$ cat src/design/buck_seq_pkg.sv
// Constants and carrier types for the buck startup and fault controller
// Functional notes
// (RL1) Capture current ceiling at address 21h once, when enable rises.
// (RL2) Ceiling code is one amp per bit; 2.5 V reads as 255.
// (RL3) Digitise output current monitor; 2.5 V equals full rated load.
// (RL4) Sample temperature input periodically, compare with fixed thermal thresholds.
// (RL5) Per-phase frequency 180 to 1170 kHz from fourth-pulse-pin resistor setting.
// (RL6) Phase ramps equally spaced; single rail halfway between phases one and two.
// (RL7) Ramp supply 4 V lockout honoured only while enabled.
// (RL8) Driver-on line low from driver holds off enable and startup.
// (RL9) After driver lockout releases, phase outputs go mid before soft start.
// (RL10) Soft start steps reference from zero to target at fixed rate.
// (RL11) Outputs float with test current first, to count phases and load settings.
// (RL12) After configuration and enable, drive mid level, then raise driver-on line.
// (RL13) Each phase leaves mid state at its own first switching pulse.
// (RL14) On disable every phase output returns to mid state.
// (RL15) Output 400 mV over reference drops ready flag, ramps target to zero.
// (RL16) Overvoltage commands all high sides off, low sides on.
// (RL17) Overvoltage shutdown latched until enable toggles or supply cycles.
// (RL18) Overcurrent 50 us latch-off timer; above 150 percent shut down at once.
// (RL19) Asynchronous comparator inputs synchronised before use.
// (RL20) Ready flag only after soft start completes with no fault.
package buck_seq_pkg;
  localparam int unsigned CLK_HZ = 20_000_000;
  localparam int unsigned OC_DELAY_NS = 50_000;
  localparam int unsigned OC_DELAY_CYC = OC_DELAY_NS / (1_000_000_000 / CLK_HZ);
  localparam logic [7:0] CEILING_ADDR = 8'h21;
  localparam logic [7:0] ADC_FULL = 8'hFF;
  localparam logic [7:0] DAC_ZERO = 8'h00;
  localparam logic [7:0] TEMP_HOT = 8'hC0;
  localparam logic [7:0] TEMP_CRIT = 8'hE0;
  localparam logic [9:0] SS_STEP_CYC = 10'h3E8;
  localparam logic [9:0] ADC_PERIOD_CYC = 10'h3FF;
  localparam logic [4:0] CFG_CYC = 5'h1F;
  localparam logic [10:0] FREQ_MIN_KHZ = 11'h0B4;
  localparam logic [10:0] FREQ_MAX_KHZ = 11'h492;
  localparam int unsigned NPH = 4;
  // Four-level phase pulse drive
  typedef enum logic [1:0] {
    PH_LOW = 2'h0,
    PH_HIGH = 2'h1,
    PH_MID = 2'h2,
    PH_FLOAT = 2'h3
  } phase_lvl_type;
  typedef enum logic [5:0] {
    ST_OFF = 6'h01,
    ST_CFG = 6'h02,
    ST_MID = 6'h04,
    ST_RAMP = 6'h08,
    ST_RUN = 6'h10,
    ST_FAULT = 6'h20
  } seq_state_type;
  // Asynchronous comparator bundle
  typedef struct packed {
    logic ovp;
    logic oc_limit;
    logic oc_severe;
    logic ramp_uvlo;
  } comp_type;
  // Analogue-to-digital results
  typedef struct packed {
    logic [7:0] ceiling;
    logic [7:0] output_current_monitor;
    logic [7:0] temp;
    logic [7:0] freq;
  } adc_type;
endpackage

$ cat src/design/buck_seq_ctrl.sv
// Startup sequencing and protection controller for a multiphase buck
`timescale 1ns/10ps
module buck_seq_ctrl (
  // Clock and reset
  input wire logic i_clk_sys,
  input wire logic i_reset,
  // Enable and driver handshake
  input wire logic i_enable,
  input wire logic i_driver_on_line,
  // Comparators and converter results
  input wire buck_seq_pkg::comp_type i_comp,
  input wire buck_seq_pkg::adc_type i_adc,
  input wire logic [3:0] i_phase_present,
  input wire logic [3:0] i_pulse_req,
  input wire logic [7:0] i_target,
  // Register read port
  input wire logic [7:0] i_reg_addr,
  output logic [7:0] o_reg_data,
  // Outputs
  output buck_seq_pkg::phase_lvl_type o_phase [4],
  output logic o_driver_on_oe,
  output logic o_test_current,
  output logic [7:0] o_dac,
  output logic [7:0] o_output_current_monitor_reading,
  output logic [1:0] o_thermal,
  output logic [7:0] o_freq_setting,
  output logic [3:0] o_phase_offset,
  output logic o_regulator_ready_flag
);
  import buck_seq_pkg::*;

  seq_state_type state_reg;
  comp_type sync1_reg, sync2_reg;
  logic [1:0] drv_sync_reg;
  logic en_d_reg;
  logic [7:0] ceiling_reg;
  logic [3:0] populated_reg;
  logic [4:0] cfg_cnt_reg;
  logic [9:0] ss_cnt_reg;
  logic [9:0] adc_cnt_reg;
  logic [15:0] oc_cnt_reg;
  logic [3:0] fired_reg;
  logic mid_done_reg;
  logic [3:0] phase_offset_reg;
  logic fault_latch_reg;
  logic en_rise;
  logic drv_ok;
  logic uvlo_hit;
  logic oc_trip;

  // Comparator synchroniser, two stages
  // (RL19) sync async comparators
  always_ff @(posedge i_clk_sys or posedge i_reset) begin
    if (i_reset) begin
      sync1_reg <= '0;
      sync2_reg <= '0;
    end else begin
      sync1_reg <= i_comp;
      sync2_reg <= sync1_reg;
    end
  end

  // Driver-on line synchroniser
  always_ff @(posedge i_clk_sys or posedge i_reset) begin
    if (i_reset) begin
      drv_sync_reg <= 2'h0;
    end else begin
      drv_sync_reg <= {drv_sync_reg[0], i_driver_on_line};
    end
  end

  // Enable edge detector
  always_ff @(posedge i_clk_sys or posedge i_reset) begin
    if (i_reset) begin
      en_d_reg <= 1'b0;
    end else begin
      en_d_reg <= i_enable;
    end
  end

  assign en_rise = i_enable && !en_d_reg;
  // (RL8) driver lockout holds off
  assign drv_ok = drv_sync_reg[1];
  // (RL7) lockout only while enabled
  assign uvlo_hit = i_enable && sync2_reg.ramp_uvlo;
  // (RL18) immediate on severe, else timer
  assign oc_trip = sync2_reg.oc_severe ||
                   (sync2_reg.oc_limit && oc_cnt_reg >= 16'(OC_DELAY_CYC - 1));

  // Current ceiling capture, linear one amp per code
  // (RL1) capture at enable
  // (RL2) code scale
  always_ff @(posedge i_clk_sys or posedge i_reset) begin
    if (i_reset) begin
      ceiling_reg <= 8'h00;
    end else if (en_rise) begin
      ceiling_reg <= i_adc.ceiling;
    end
  end

  // Register read: only the ceiling is mapped, others read zero
  always_ff @(posedge i_clk_sys or posedge i_reset) begin
    if (i_reset) begin
      o_reg_data <= 8'h00;
    end else if (i_reg_addr == CEILING_ADDR) begin
      o_reg_data <= ceiling_reg;
    end else begin
      o_reg_data <= 8'h00;
    end
  end

  // Periodic monitor sampling; readings held between samples
  // (RL3) current monitor reading
  // (RL4) thermal compare
  always_ff @(posedge i_clk_sys or posedge i_reset) begin
    if (i_reset) begin
      adc_cnt_reg <= 10'h000;
      o_output_current_monitor_reading <= 8'h00;
      o_thermal <= 2'h0;
    end else begin
      adc_cnt_reg <= (adc_cnt_reg == ADC_PERIOD_CYC) ? 10'h000 : adc_cnt_reg + 10'h001;
      if (adc_cnt_reg == ADC_PERIOD_CYC) begin
        o_output_current_monitor_reading <= i_adc.output_current_monitor;
        o_thermal <= {i_adc.temp >= TEMP_CRIT, i_adc.temp >= TEMP_HOT};
      end
    end
  end

  // Frequency setting and phase spacing, loaded during configuration
  // (RL5) frequency from pin resistor
  // (RL6) equal spacing, single rail at half step
  always_ff @(posedge i_clk_sys or posedge i_reset) begin
    if (i_reset) begin
      o_freq_setting <= 8'h00;
      o_phase_offset <= 4'h0;
      populated_reg <= 4'h0;
    end else if (state_reg == ST_CFG && cfg_cnt_reg == CFG_CYC) begin
      // (RL11) phase count captured
      o_freq_setting <= i_adc.freq;
      populated_reg <= i_phase_present;
      case (i_phase_present)
        4'hF: o_phase_offset <= 4'h2;
        4'h7: o_phase_offset <= 4'h3;
        4'h5: o_phase_offset <= 4'h4;
        default: o_phase_offset <= 4'h8;
      endcase
    end
  end

  // Overcurrent latch-off timer
  always_ff @(posedge i_clk_sys or posedge i_reset) begin
    if (i_reset) begin
      oc_cnt_reg <= 16'h0000;
    end else if (sync2_reg.oc_limit && (state_reg == ST_RAMP || state_reg == ST_RUN)) begin
      oc_cnt_reg <= oc_cnt_reg + 16'h0001;
    end else begin
      oc_cnt_reg <= 16'h0000;
    end
  end

  // Fault latch, released only by enable toggle or reset
  // (RL17) latched shutdown
  always_ff @(posedge i_clk_sys or posedge i_reset) begin
    if (i_reset) begin
      fault_latch_reg <= 1'b0;
    end else if (!i_enable) begin
      fault_latch_reg <= 1'b0;
    end else if ((state_reg == ST_RAMP || state_reg == ST_RUN) &&
                 (sync2_reg.ovp || oc_trip)) begin
      fault_latch_reg <= 1'b1;
    end
  end

  // Sequencer state machine
  always_ff @(posedge i_clk_sys or posedge i_reset) begin
    if (i_reset) begin
      state_reg <= ST_OFF;
      cfg_cnt_reg <= 5'h00;
      mid_done_reg <= 1'b0;
    end else begin
      case (state_reg)
        ST_OFF: begin
          cfg_cnt_reg <= 5'h00;
          mid_done_reg <= 1'b0;
          if (i_enable) begin
            state_reg <= ST_CFG;
          end
        end
        ST_CFG: begin
          cfg_cnt_reg <= cfg_cnt_reg + 5'h01;
          if (!i_enable) begin
            state_reg <= ST_OFF;
          end else if (cfg_cnt_reg == CFG_CYC) begin
            state_reg <= ST_MID;
          end
        end
        ST_MID: begin
          // (RL12) mid first, driver-on next
          mid_done_reg <= 1'b1;
          // (RL9) hold until driver ready
          if (!i_enable) begin
            state_reg <= ST_OFF;
          end else if (mid_done_reg && drv_ok && !uvlo_hit) begin
            state_reg <= ST_RAMP;
          end
        end
        ST_RAMP: begin
          if (!i_enable) begin
            state_reg <= ST_OFF;
          end else if (sync2_reg.ovp || oc_trip) begin
            state_reg <= ST_FAULT;
          end else if (!drv_ok || uvlo_hit) begin
            state_reg <= ST_MID;
          end else if (o_dac >= i_target) begin
            state_reg <= ST_RUN;
          end
        end
        ST_RUN: begin
          if (!i_enable) begin
            state_reg <= ST_OFF;
          end else if (sync2_reg.ovp || oc_trip) begin
            state_reg <= ST_FAULT;
          end else if (!drv_ok || uvlo_hit) begin
            state_reg <= ST_MID;
          end
        end
        ST_FAULT: begin
          if (!i_enable) begin
            state_reg <= ST_OFF;
          end
        end
        default: state_reg <= ST_OFF;
      endcase
    end
  end

  // Soft-start counter; also ramps down on overvoltage
  // (RL10) fixed rate step
  // (RL15) target ramped to zero
  always_ff @(posedge i_clk_sys or posedge i_reset) begin
    if (i_reset) begin
      ss_cnt_reg <= 10'h000;
      o_dac <= DAC_ZERO;
    end else if (state_reg == ST_OFF || state_reg == ST_CFG || state_reg == ST_MID) begin
      ss_cnt_reg <= 10'h000;
      o_dac <= DAC_ZERO;
    end else if (ss_cnt_reg == SS_STEP_CYC - 10'h001) begin
      ss_cnt_reg <= 10'h000;
      if (state_reg == ST_FAULT && o_dac != DAC_ZERO) begin
        o_dac <= o_dac - 8'h01;
      end else if (state_reg != ST_FAULT && o_dac < i_target) begin
        o_dac <= o_dac + 8'h01;
      end
    end else begin
      ss_cnt_reg <= ss_cnt_reg + 10'h001;
    end
  end

  // First-pulse tracking per phase
  always_ff @(posedge i_clk_sys or posedge i_reset) begin
    if (i_reset) begin
      fired_reg <= 4'h0;
    end else if (state_reg == ST_RAMP || state_reg == ST_RUN) begin
      fired_reg <= fired_reg | (i_pulse_req & populated_reg);
    end else begin
      fired_reg <= 4'h0;
    end
  end

  // Phase pulse output levels
  always_ff @(posedge i_clk_sys or posedge i_reset) begin
    if (i_reset) begin
      for (int k = 0; k < NPH; k++) begin
        o_phase[k] <= PH_FLOAT;
      end
    end else begin
      for (int k = 0; k < NPH; k++) begin
        if (state_reg == ST_FAULT || fault_latch_reg) begin
          // (RL16) high off, low on
          o_phase[k] <= PH_LOW;
        end else if (state_reg == ST_CFG) begin
          // (RL11) float with test current
          o_phase[k] <= PH_FLOAT;
        end else if ((state_reg == ST_RAMP || state_reg == ST_RUN) &&
                     populated_reg[k] && (fired_reg[k] || i_pulse_req[k])) begin
          // (RL13) leave mid at first pulse
          o_phase[k] <= i_pulse_req[k] ? PH_HIGH : PH_LOW;
        end else begin
          // (RL14) mid when disabled or idle
          o_phase[k] <= PH_MID;
        end
      end
    end
  end

  // Driver-on, test current and ready flag
  always_ff @(posedge i_clk_sys or posedge i_reset) begin
    if (i_reset) begin
      o_driver_on_oe <= 1'b1;
      o_test_current <= 1'b0;
      o_regulator_ready_flag <= 1'b0;
    end else begin
      // Open-drain: pulled low until mid level has been driven
      o_driver_on_oe <= !(state_reg == ST_RAMP || state_reg == ST_RUN ||
                          (state_reg == ST_MID && mid_done_reg));
      o_test_current <= (state_reg == ST_CFG);
      // (RL20) ready only after ramp, no fault
      o_regulator_ready_flag <= (state_reg == ST_RUN) && !sync2_reg.ovp && !fault_latch_reg;
    end
  end

  // Ready flag falls within four cycles of overvoltage
  a_ovp_ready_drop: assert property (@(posedge i_clk_sys) disable iff (i_reset) // (RL15)
    (i_comp.ovp && state_reg == ST_RUN && i_enable) |-> ##[1:4] !o_regulator_ready_flag)
    else $error("ready flag held during overvoltage");
  a_fault_low_side: assert property (@(posedge i_clk_sys) disable iff (i_reset) // (RL16)
    state_reg == ST_FAULT |=> o_phase[0] == PH_LOW && o_phase[3] == PH_LOW)
    else $error("fault not driving low sides");
  a_fault_latched: assert property (@(posedge i_clk_sys) disable iff (i_reset) // (RL17)
    (state_reg == ST_FAULT && i_enable) |=> state_reg == ST_FAULT)
    else $error("fault left without enable toggle");
  a_ready_after_ramp: assert property (@(posedge i_clk_sys) disable iff (i_reset) // (RL20)
    $rose(o_regulator_ready_flag) |-> $past(state_reg) == ST_RUN)
    else $error("ready without completed ramp");
  a_disable_mid: assert property (@(posedge i_clk_sys) disable iff (i_reset) // (RL14)
    (!i_enable ##1 !i_enable) |=> o_phase[1] == PH_MID)
    else $error("phase not mid when disabled");
  a_ceiling_hold: assert property (@(posedge i_clk_sys) disable iff (i_reset) // (RL1)
    !en_rise |=> ceiling_reg == $past(ceiling_reg))
    else $error("ceiling changed without enable edge");
  a_cfg_float: assert property (@(posedge i_clk_sys) disable iff (i_reset) // (RL11)
    (state_reg == ST_CFG && !fault_latch_reg) |=> o_phase[2] == PH_FLOAT && o_test_current)
    else $error("configuration not floating");
  a_drv_hold: assert property (@(posedge i_clk_sys) disable iff (i_reset) // (RL8)
    (state_reg == ST_MID && !drv_ok) |=> state_reg != ST_RAMP)
    else $error("startup despite driver lockout");
  a_dac_step: assert property (@(posedge i_clk_sys) disable iff (i_reset) // (RL10)
    (state_reg == ST_RAMP && $past(state_reg) == ST_RAMP) |-> o_dac - $past(o_dac) <= 8'h01)
    else $error("reference stepped too fast");
  c_reach_run: cover property (@(posedge i_clk_sys) state_reg == ST_RUN);
  c_ovp_fault: cover property (@(posedge i_clk_sys) state_reg == ST_FAULT && sync2_reg.ovp);
  c_oc_timer: cover property (@(posedge i_clk_sys) oc_trip && !sync2_reg.oc_severe);
endmodule // buck_seq_ctrl

$ cat config.mk
export PLATFORM = sky130hd
export DESIGN_NAME = buck_seq_ctrl
export DESIGN_NICKNAME = d
export VERILOG_FILES = /design/src/design/buck_seq_pkg.sv /design/src/design/buck_seq_ctrl.sv
export SDC_FILE = /design/constraint.sdc
export NUM_CORES = 1
export LEC_CHECK = 0
export BUFFER_PORTS_ARGS = -buffer_cell sky130_fd_sc_hd__buf_2
export CAP_MARGIN = 20
export CORE_UTILIZATION = 57
export CTS_BUF_LIST = sky130_fd_sc_hd__clkbuf_8
export DETAILED_ROUTE_END_ITERATION = 7
export GPL_TIMING_DRIVEN = 0
export PLACE_DENSITY = 0.94
export SETUP_SLACK_MARGIN = 0.5
export SYNTH_ARGS = -nofsm -noshare
export SYNTH_HDL_FRONTEND = slang
export SYNTH_SLANG_ARGS = --single-unit
$ cat constraint.sdc
create_clock -name i_clk_sys -period 4.2 [get_ports i_clk_sys]
set_input_delay 0.63 -clock i_clk_sys [delete_from_list [all_inputs] [get_ports i_clk_sys]]
set_output_delay 0.63 -clock i_clk_sys [all_outputs]
set_load 0.01 [all_outputs]
# Word level (Yosys, flattened, before mapping)
# Cells that the tools add are included.
# Widths: inputs -> output; s select.
# word_totals
inputBits,64
word_cells,158
out_inout_bits,49
reg_bits,125
# op_classes
n_bitwise,2
order_cmp,5
addsub,6
muxes,45
n_eq_ne,21
n_reduce_logical,46
# op_table
operator,n
$mux 6,13
$mux 8,5
$pmux 6 s6,1
$mux 10,3
$mux 2,12
$logic_and 1x1->1,21
$add 10x1->10 const B,2
$eq 10x10->1 const B,2
$add 16x1->16 const B,1
$ge 16x10->1 const B,1
$ge 8x8->1 const B,2
$mux 16,1
$logic_or 1x1->1,12
$pmux 4 s3,1
$pmux 5 s2,1
$add 8x1->8 const B,1
$eq 4x3->1 const B,2
$eq 8x6->1 const B,1
$ge 8x8->1,1
$lt 8x8->1,1
$reduce_bool 8->1,1
$sub 8x1->8 const B,1
$eq 6x1->1 const B,1
$eq 6x2->1 const B,1
23 further kinds,37

# Depth between registers and ports, before layout
# depth
ltp_word,7
mapped_depth,12

# Least setup slack after synthesis
# No wires, ideal clock.
# synth_timing
kind,register -> register
start,register state_reg[1]
end,register o_dac[7]
arrival_time_ns,2.554
setup_slack_ns,1.577
synth_period_minus_slack_ns,2.623
setup_ns,0.069
stages_incl_launch_ff,13
n_path_buf,1
path_cell_list,dfrtp_1 > buf_4 > nor4_1 > and3_1 > nand2_1 > inv_2 > ha_1 > a21oi_1 > o211ai_1 > o41a_1 > nor4b_1 > nor2_1 > nand3_1
# synth_via
elab_chain_cells,5
# synth_lines
element,line_no,text
start: declaration,buck_seq_ctrl.sv:32,seq_state_type state_reg;
start signal: assignment,buck_seq_ctrl.sv:177,state_reg <= ST_OFF;
start signal: assignment,buck_seq_ctrl.sv:186,state_reg <= ST_CFG;
start signal: assignment,buck_seq_ctrl.sv:192,state_reg <= ST_OFF;
"$eq 6x6->1, or another cell as far along",buck_seq_ctrl.sv:249,if (state_reg == ST_FAULT && o_dac != DAC_ZERO) begin
$logic_and 1x1->1 or $logic_or 1x1->1 (tied branches),"buck_seq_ctrl.sv:249, buck_seq_ctrl.sv:244",
$mux 8 or $logic_or 1x1->1 (tied branches),"buck_seq_ctrl.sv:249, buck_seq_ctrl.sv:244",
"$mux 8, or another cell as far along",buck_seq_ctrl.sv:247,end else if (ss_cnt_reg == SS_STEP_CYC - 10'h001) begin
$mux 8 or $reduce_and 2->1 (tied branches),-,
end signal: assignment,buck_seq_ctrl.sv:250,o_dac <= o_dac - 8'h01;
end signal: assignment,buck_seq_ctrl.sv:252,o_dac <= o_dac + 8'h01;
end: declaration,buck_seq_ctrl.sv:23,"output logic [7:0] o_dac,"
# Parallel ways exist; a longest one is shown, timed or not. The select of a mux whose other input is x is not followed.
# A chain may end at the register's enable or synchronous reset.

# Final worst setup path
# Same ends and word-level chain as after synthesis.

==> flow_metrics.env <==
export IMPL_outcome="finished clean"
export IMPL_antenna_found_initial=0
export IMPL_synth_edff_count=0
export IMPL_combPwrFrac_pct=13.8
export IMPL_drv_cap=0
export IMPL_p_leak_uw=0.00341
export IMPL_finalMaxSlewViolations=0
export IMPL_cp_required_ns=4.57
export IMPL_fin_setup_tns_ns=0
export IMPL_clk_pin_slew_ns=0.09
export IMPL_first_iter_violations=252
export IMPL_syn_nets=594
export IMPL_hold_viol=0
export IMPL_grt_max_degree=41
export IMPL_dr_pass1_iters=6
export IMPL_core_um2=9730
export IMPL_peakVddDrop_uv=260
export IMPL_n_antenna_cell=0
export IMPL_placed_cell_area_um2=6450
export IMPL_layout_common_cells="dfrtp_1, buf_2, nor2_1"
export IMPL_gp_congestion=0.819
export IMPL_fin_crit_sh_pct=75.5
export IMPL_grt_pass1_wl_um=20800
export IMPL_cts_root_buf="clkbuf_8"
export IMPL_crit_type="flip-flop to flip-flop"
export IMPL_power_density_nw_per_um2=415
export IMPL_ant_nets=0
export IMPL_netlist_instances=510
export IMPL_syn_avg_cell_area_um2=11.1
export IMPL_fin_skew_ns=0.00816
export IMPL_cts_resized=0
export IMPL_switchingPower_uw=811
export IMPL_tightest_slew_ns=0.476
export IMPL_wl_per_cell_um=16.1
export IMPL_stdcell_count=785
export IMPL_postCtsSetupRepairBufs=0
export IMPL_hold_class="input port to asynchronous set/reset pin"
export IMPL_area_growth_pct=21.1
export IMPL_cts_htree_levels=4
export IMPL_placed_cells=753
export IMPL_utilization_pct=70.8
export IMPL_intPower_uw=2040
export IMPL_yosysSeqAreaShare_pct=55.3
export IMPL_largest_reg_flops=16
export IMPL_grt_pass1_vias=4556
export IMPL_final_cell_area_um2=6880
export IMPL_clock_path_buffers=2
export IMPL_arrival_ns=3.54
export IMPL_synth_flop_cell="dfrtp_1"
export IMPL_start_kind="flip-flop"
export IMPL_slew_headroom_pct=68.0
export IMPL_critPathCaptureType="flip-flop"
export IMPL_grt_overflow=0
export IMPL_whs_ns=0.191
export IMPL_io_buffers=107
export IMPL_cts_inserted_buffers=17
export IMPL_start_util_pct=58.4
export IMPL_viasPerCell=5.58
export IMPL_layout_min_cycle_time_ns=3.17
export IMPL_grt_usage_pct=26.2
export IMPL_synth_warnings=0
export IMPL_die_area_um2=10400
export IMPL_max_freq_mhz=315
export IMPL_pin_count=113
export IMPL_switching_share_pct=28.4
export IMPL_routed_wl_um=12600
export IMPL_drive_above_1_share_pct=30.7
export IMPL_nets=723
export IMPL_mostFrequentLayoutCell="dfrtp_1"
export IMPL_rsz0062_at_grt="no"
export IMPL_power_frac_clock_pct=40.2
export IMPL_setup_violations=0
export IMPL_synth_seq_cells=125
export IMPL_synth_cell_area_um2=5680
export IMPL_path_max_fanout=9
export IMPL_clock_sinks=125
export IMPL_dr_total_vias=4382
export IMPL_clk_latency_ns=0.43
export IMPL_row_count=36
export IMPL_drc=0
export IMPL_async_flop_share_pct=100
export IMPL_synth_distinct_cells=62
export IMPL_hpwl_um=8660
export IMPL_die_w_um=102
export IMPL_cts_tree="built"
export IMPL_seqPwrFrac_pct=46.0
export IMPL_die_height_um=102
export IMPL_postCtsHoldBufs=0
[metrics by stage]
step / power [µW] / setup WS [ns]
finish: 2850 / 1.03
detailed placement: 1710 / 1.21
CTS: 2870 / 1.08
global route: 2970 / 0.809
floorplan: 1590 / 1.58
global placement: 1690 / 1.30
[worst max-delay path, stage by stage (launching register included)]
cell	delay [ns]
dfrtp_1	0.37
buf_4	0.18
nor4_1	0.38
and3_1	0.35
nand2_1	0.16
inv_2	0.19
ha_1	0.26
a21oi_1	0.19
o211ai_1	0.16
o41a_1	0.40
nor4b_1	0.32
nor2_1	0.09
nand3_1	0.08
[power groups by stage]
stage          Combinational [µW]  Clock (µW)  Sequential (µW)
3_3_place_gp                  356           0             1330
2_1_floorplan                 247           0             1340
4_1_cts                       392        1160             1310
5_1_grt                       436        1220             1320
6_report                      394        1150             1310
3_5_place_dp                  378           0             1330
[cells in the mapped netlist (2+ instances only)]
cell / n / area share [%]
and4_1: 2 / 0.31
o21ai_1: 7 / 0.62
o211ai_1: 3 / 0.40
inv_2: 2 / 0.13
o21ai_0: 17 / 1.5
o21ai_2: 2 / 0.31
nand3b_2: 2 / 0.40
nor3_1: 5 / 0.44
dfstp_2: 10 / 4.6
a21o_1: 2 / 0.26
nor4b_1: 2 / 0.31
a21oi_1: 26 / 2.3
xnor2_1: 19 / 2.9
ha_1: 19 / 4.2
and3_1: 14 / 1.5
buf_2: 4 / 0.35
mux2_4: 9 / 2.4
mux2_1: 2 / 0.40
nor4_1: 6 / 0.66
and2_1: 11 / 1.2
mux2_2: 16 / 3.2
a22o_1: 6 / 0.92
nand2_1: 35 / 2.3
xor2_1: 17 / 2.6
o31ai_1: 2 / 0.26
clkbuf_1: 5 / 0.33
nand4_1: 9 / 0.99
or3_1: 2 / 0.22
nand3_1: 26 / 2.3
nor2b_1: 4 / 0.44
nor2_1: 58 / 3.8
dfrtp_1: 115 / 51
buf_6: 3 / 0.59
inv_1: 20 / 1.3
[final cells by class]
class,count,area [µm²]
sequential,125,3140
clock buffer,17,234
tap,133,166
inverter,22,86.3
clock inverter,15,201
multi-input combinational,350,2380
fill,649,2850
buffer,13,80.1
timing repair buffer,110,596
[worst paths after layout]
check	endpoint	cells past startpoint	slack [ns]	startpoint
setup / recovery	o_dac[7]	12	1.03	state_reg[1]
hold / removal	o_output_current_monitor_reading[7]	2	0.19	i_reset
setup reg to reg	o_dac[7]	12	1.03	state_reg[1]
hold reg to reg	sync2_reg[0]	0	0.35	sync1_reg[0]
max in group asynchronous	state_reg[0]	5	2.90	i_reset
min in group i_clk_sys	sync1_reg[2]	1	0.30	i_comp[2]
[routing by layer]
metal | global-route usage [%] | routed length (µm) | part of all wire [%] | vias to the layer above
met3 | 5.88 | 541 | 4.3 | 36
met2 | 45.8 | 6650 | 53 | 169
met1 | 30.9 | 5120 | 41 | 2139
met4 | 12.5 | 312 | 2.5 | 0
met5 | 0 | 0 | 0 | -
li1 | - | - | - | 2038
[kinds of logic after synthesis]
family / after synthesis / share of synthesized area, %
compound gates: 80 / 9.09
mux: 28 / 6.12
simple gates: 186 / 16.6
fa+ha+maj: 20 / 4.54
buf+inv: 35 / 2.86
xor+xnor: 36 / 5.55
flops: 125 / 55.3
Power figures use the tool's default switching activity.
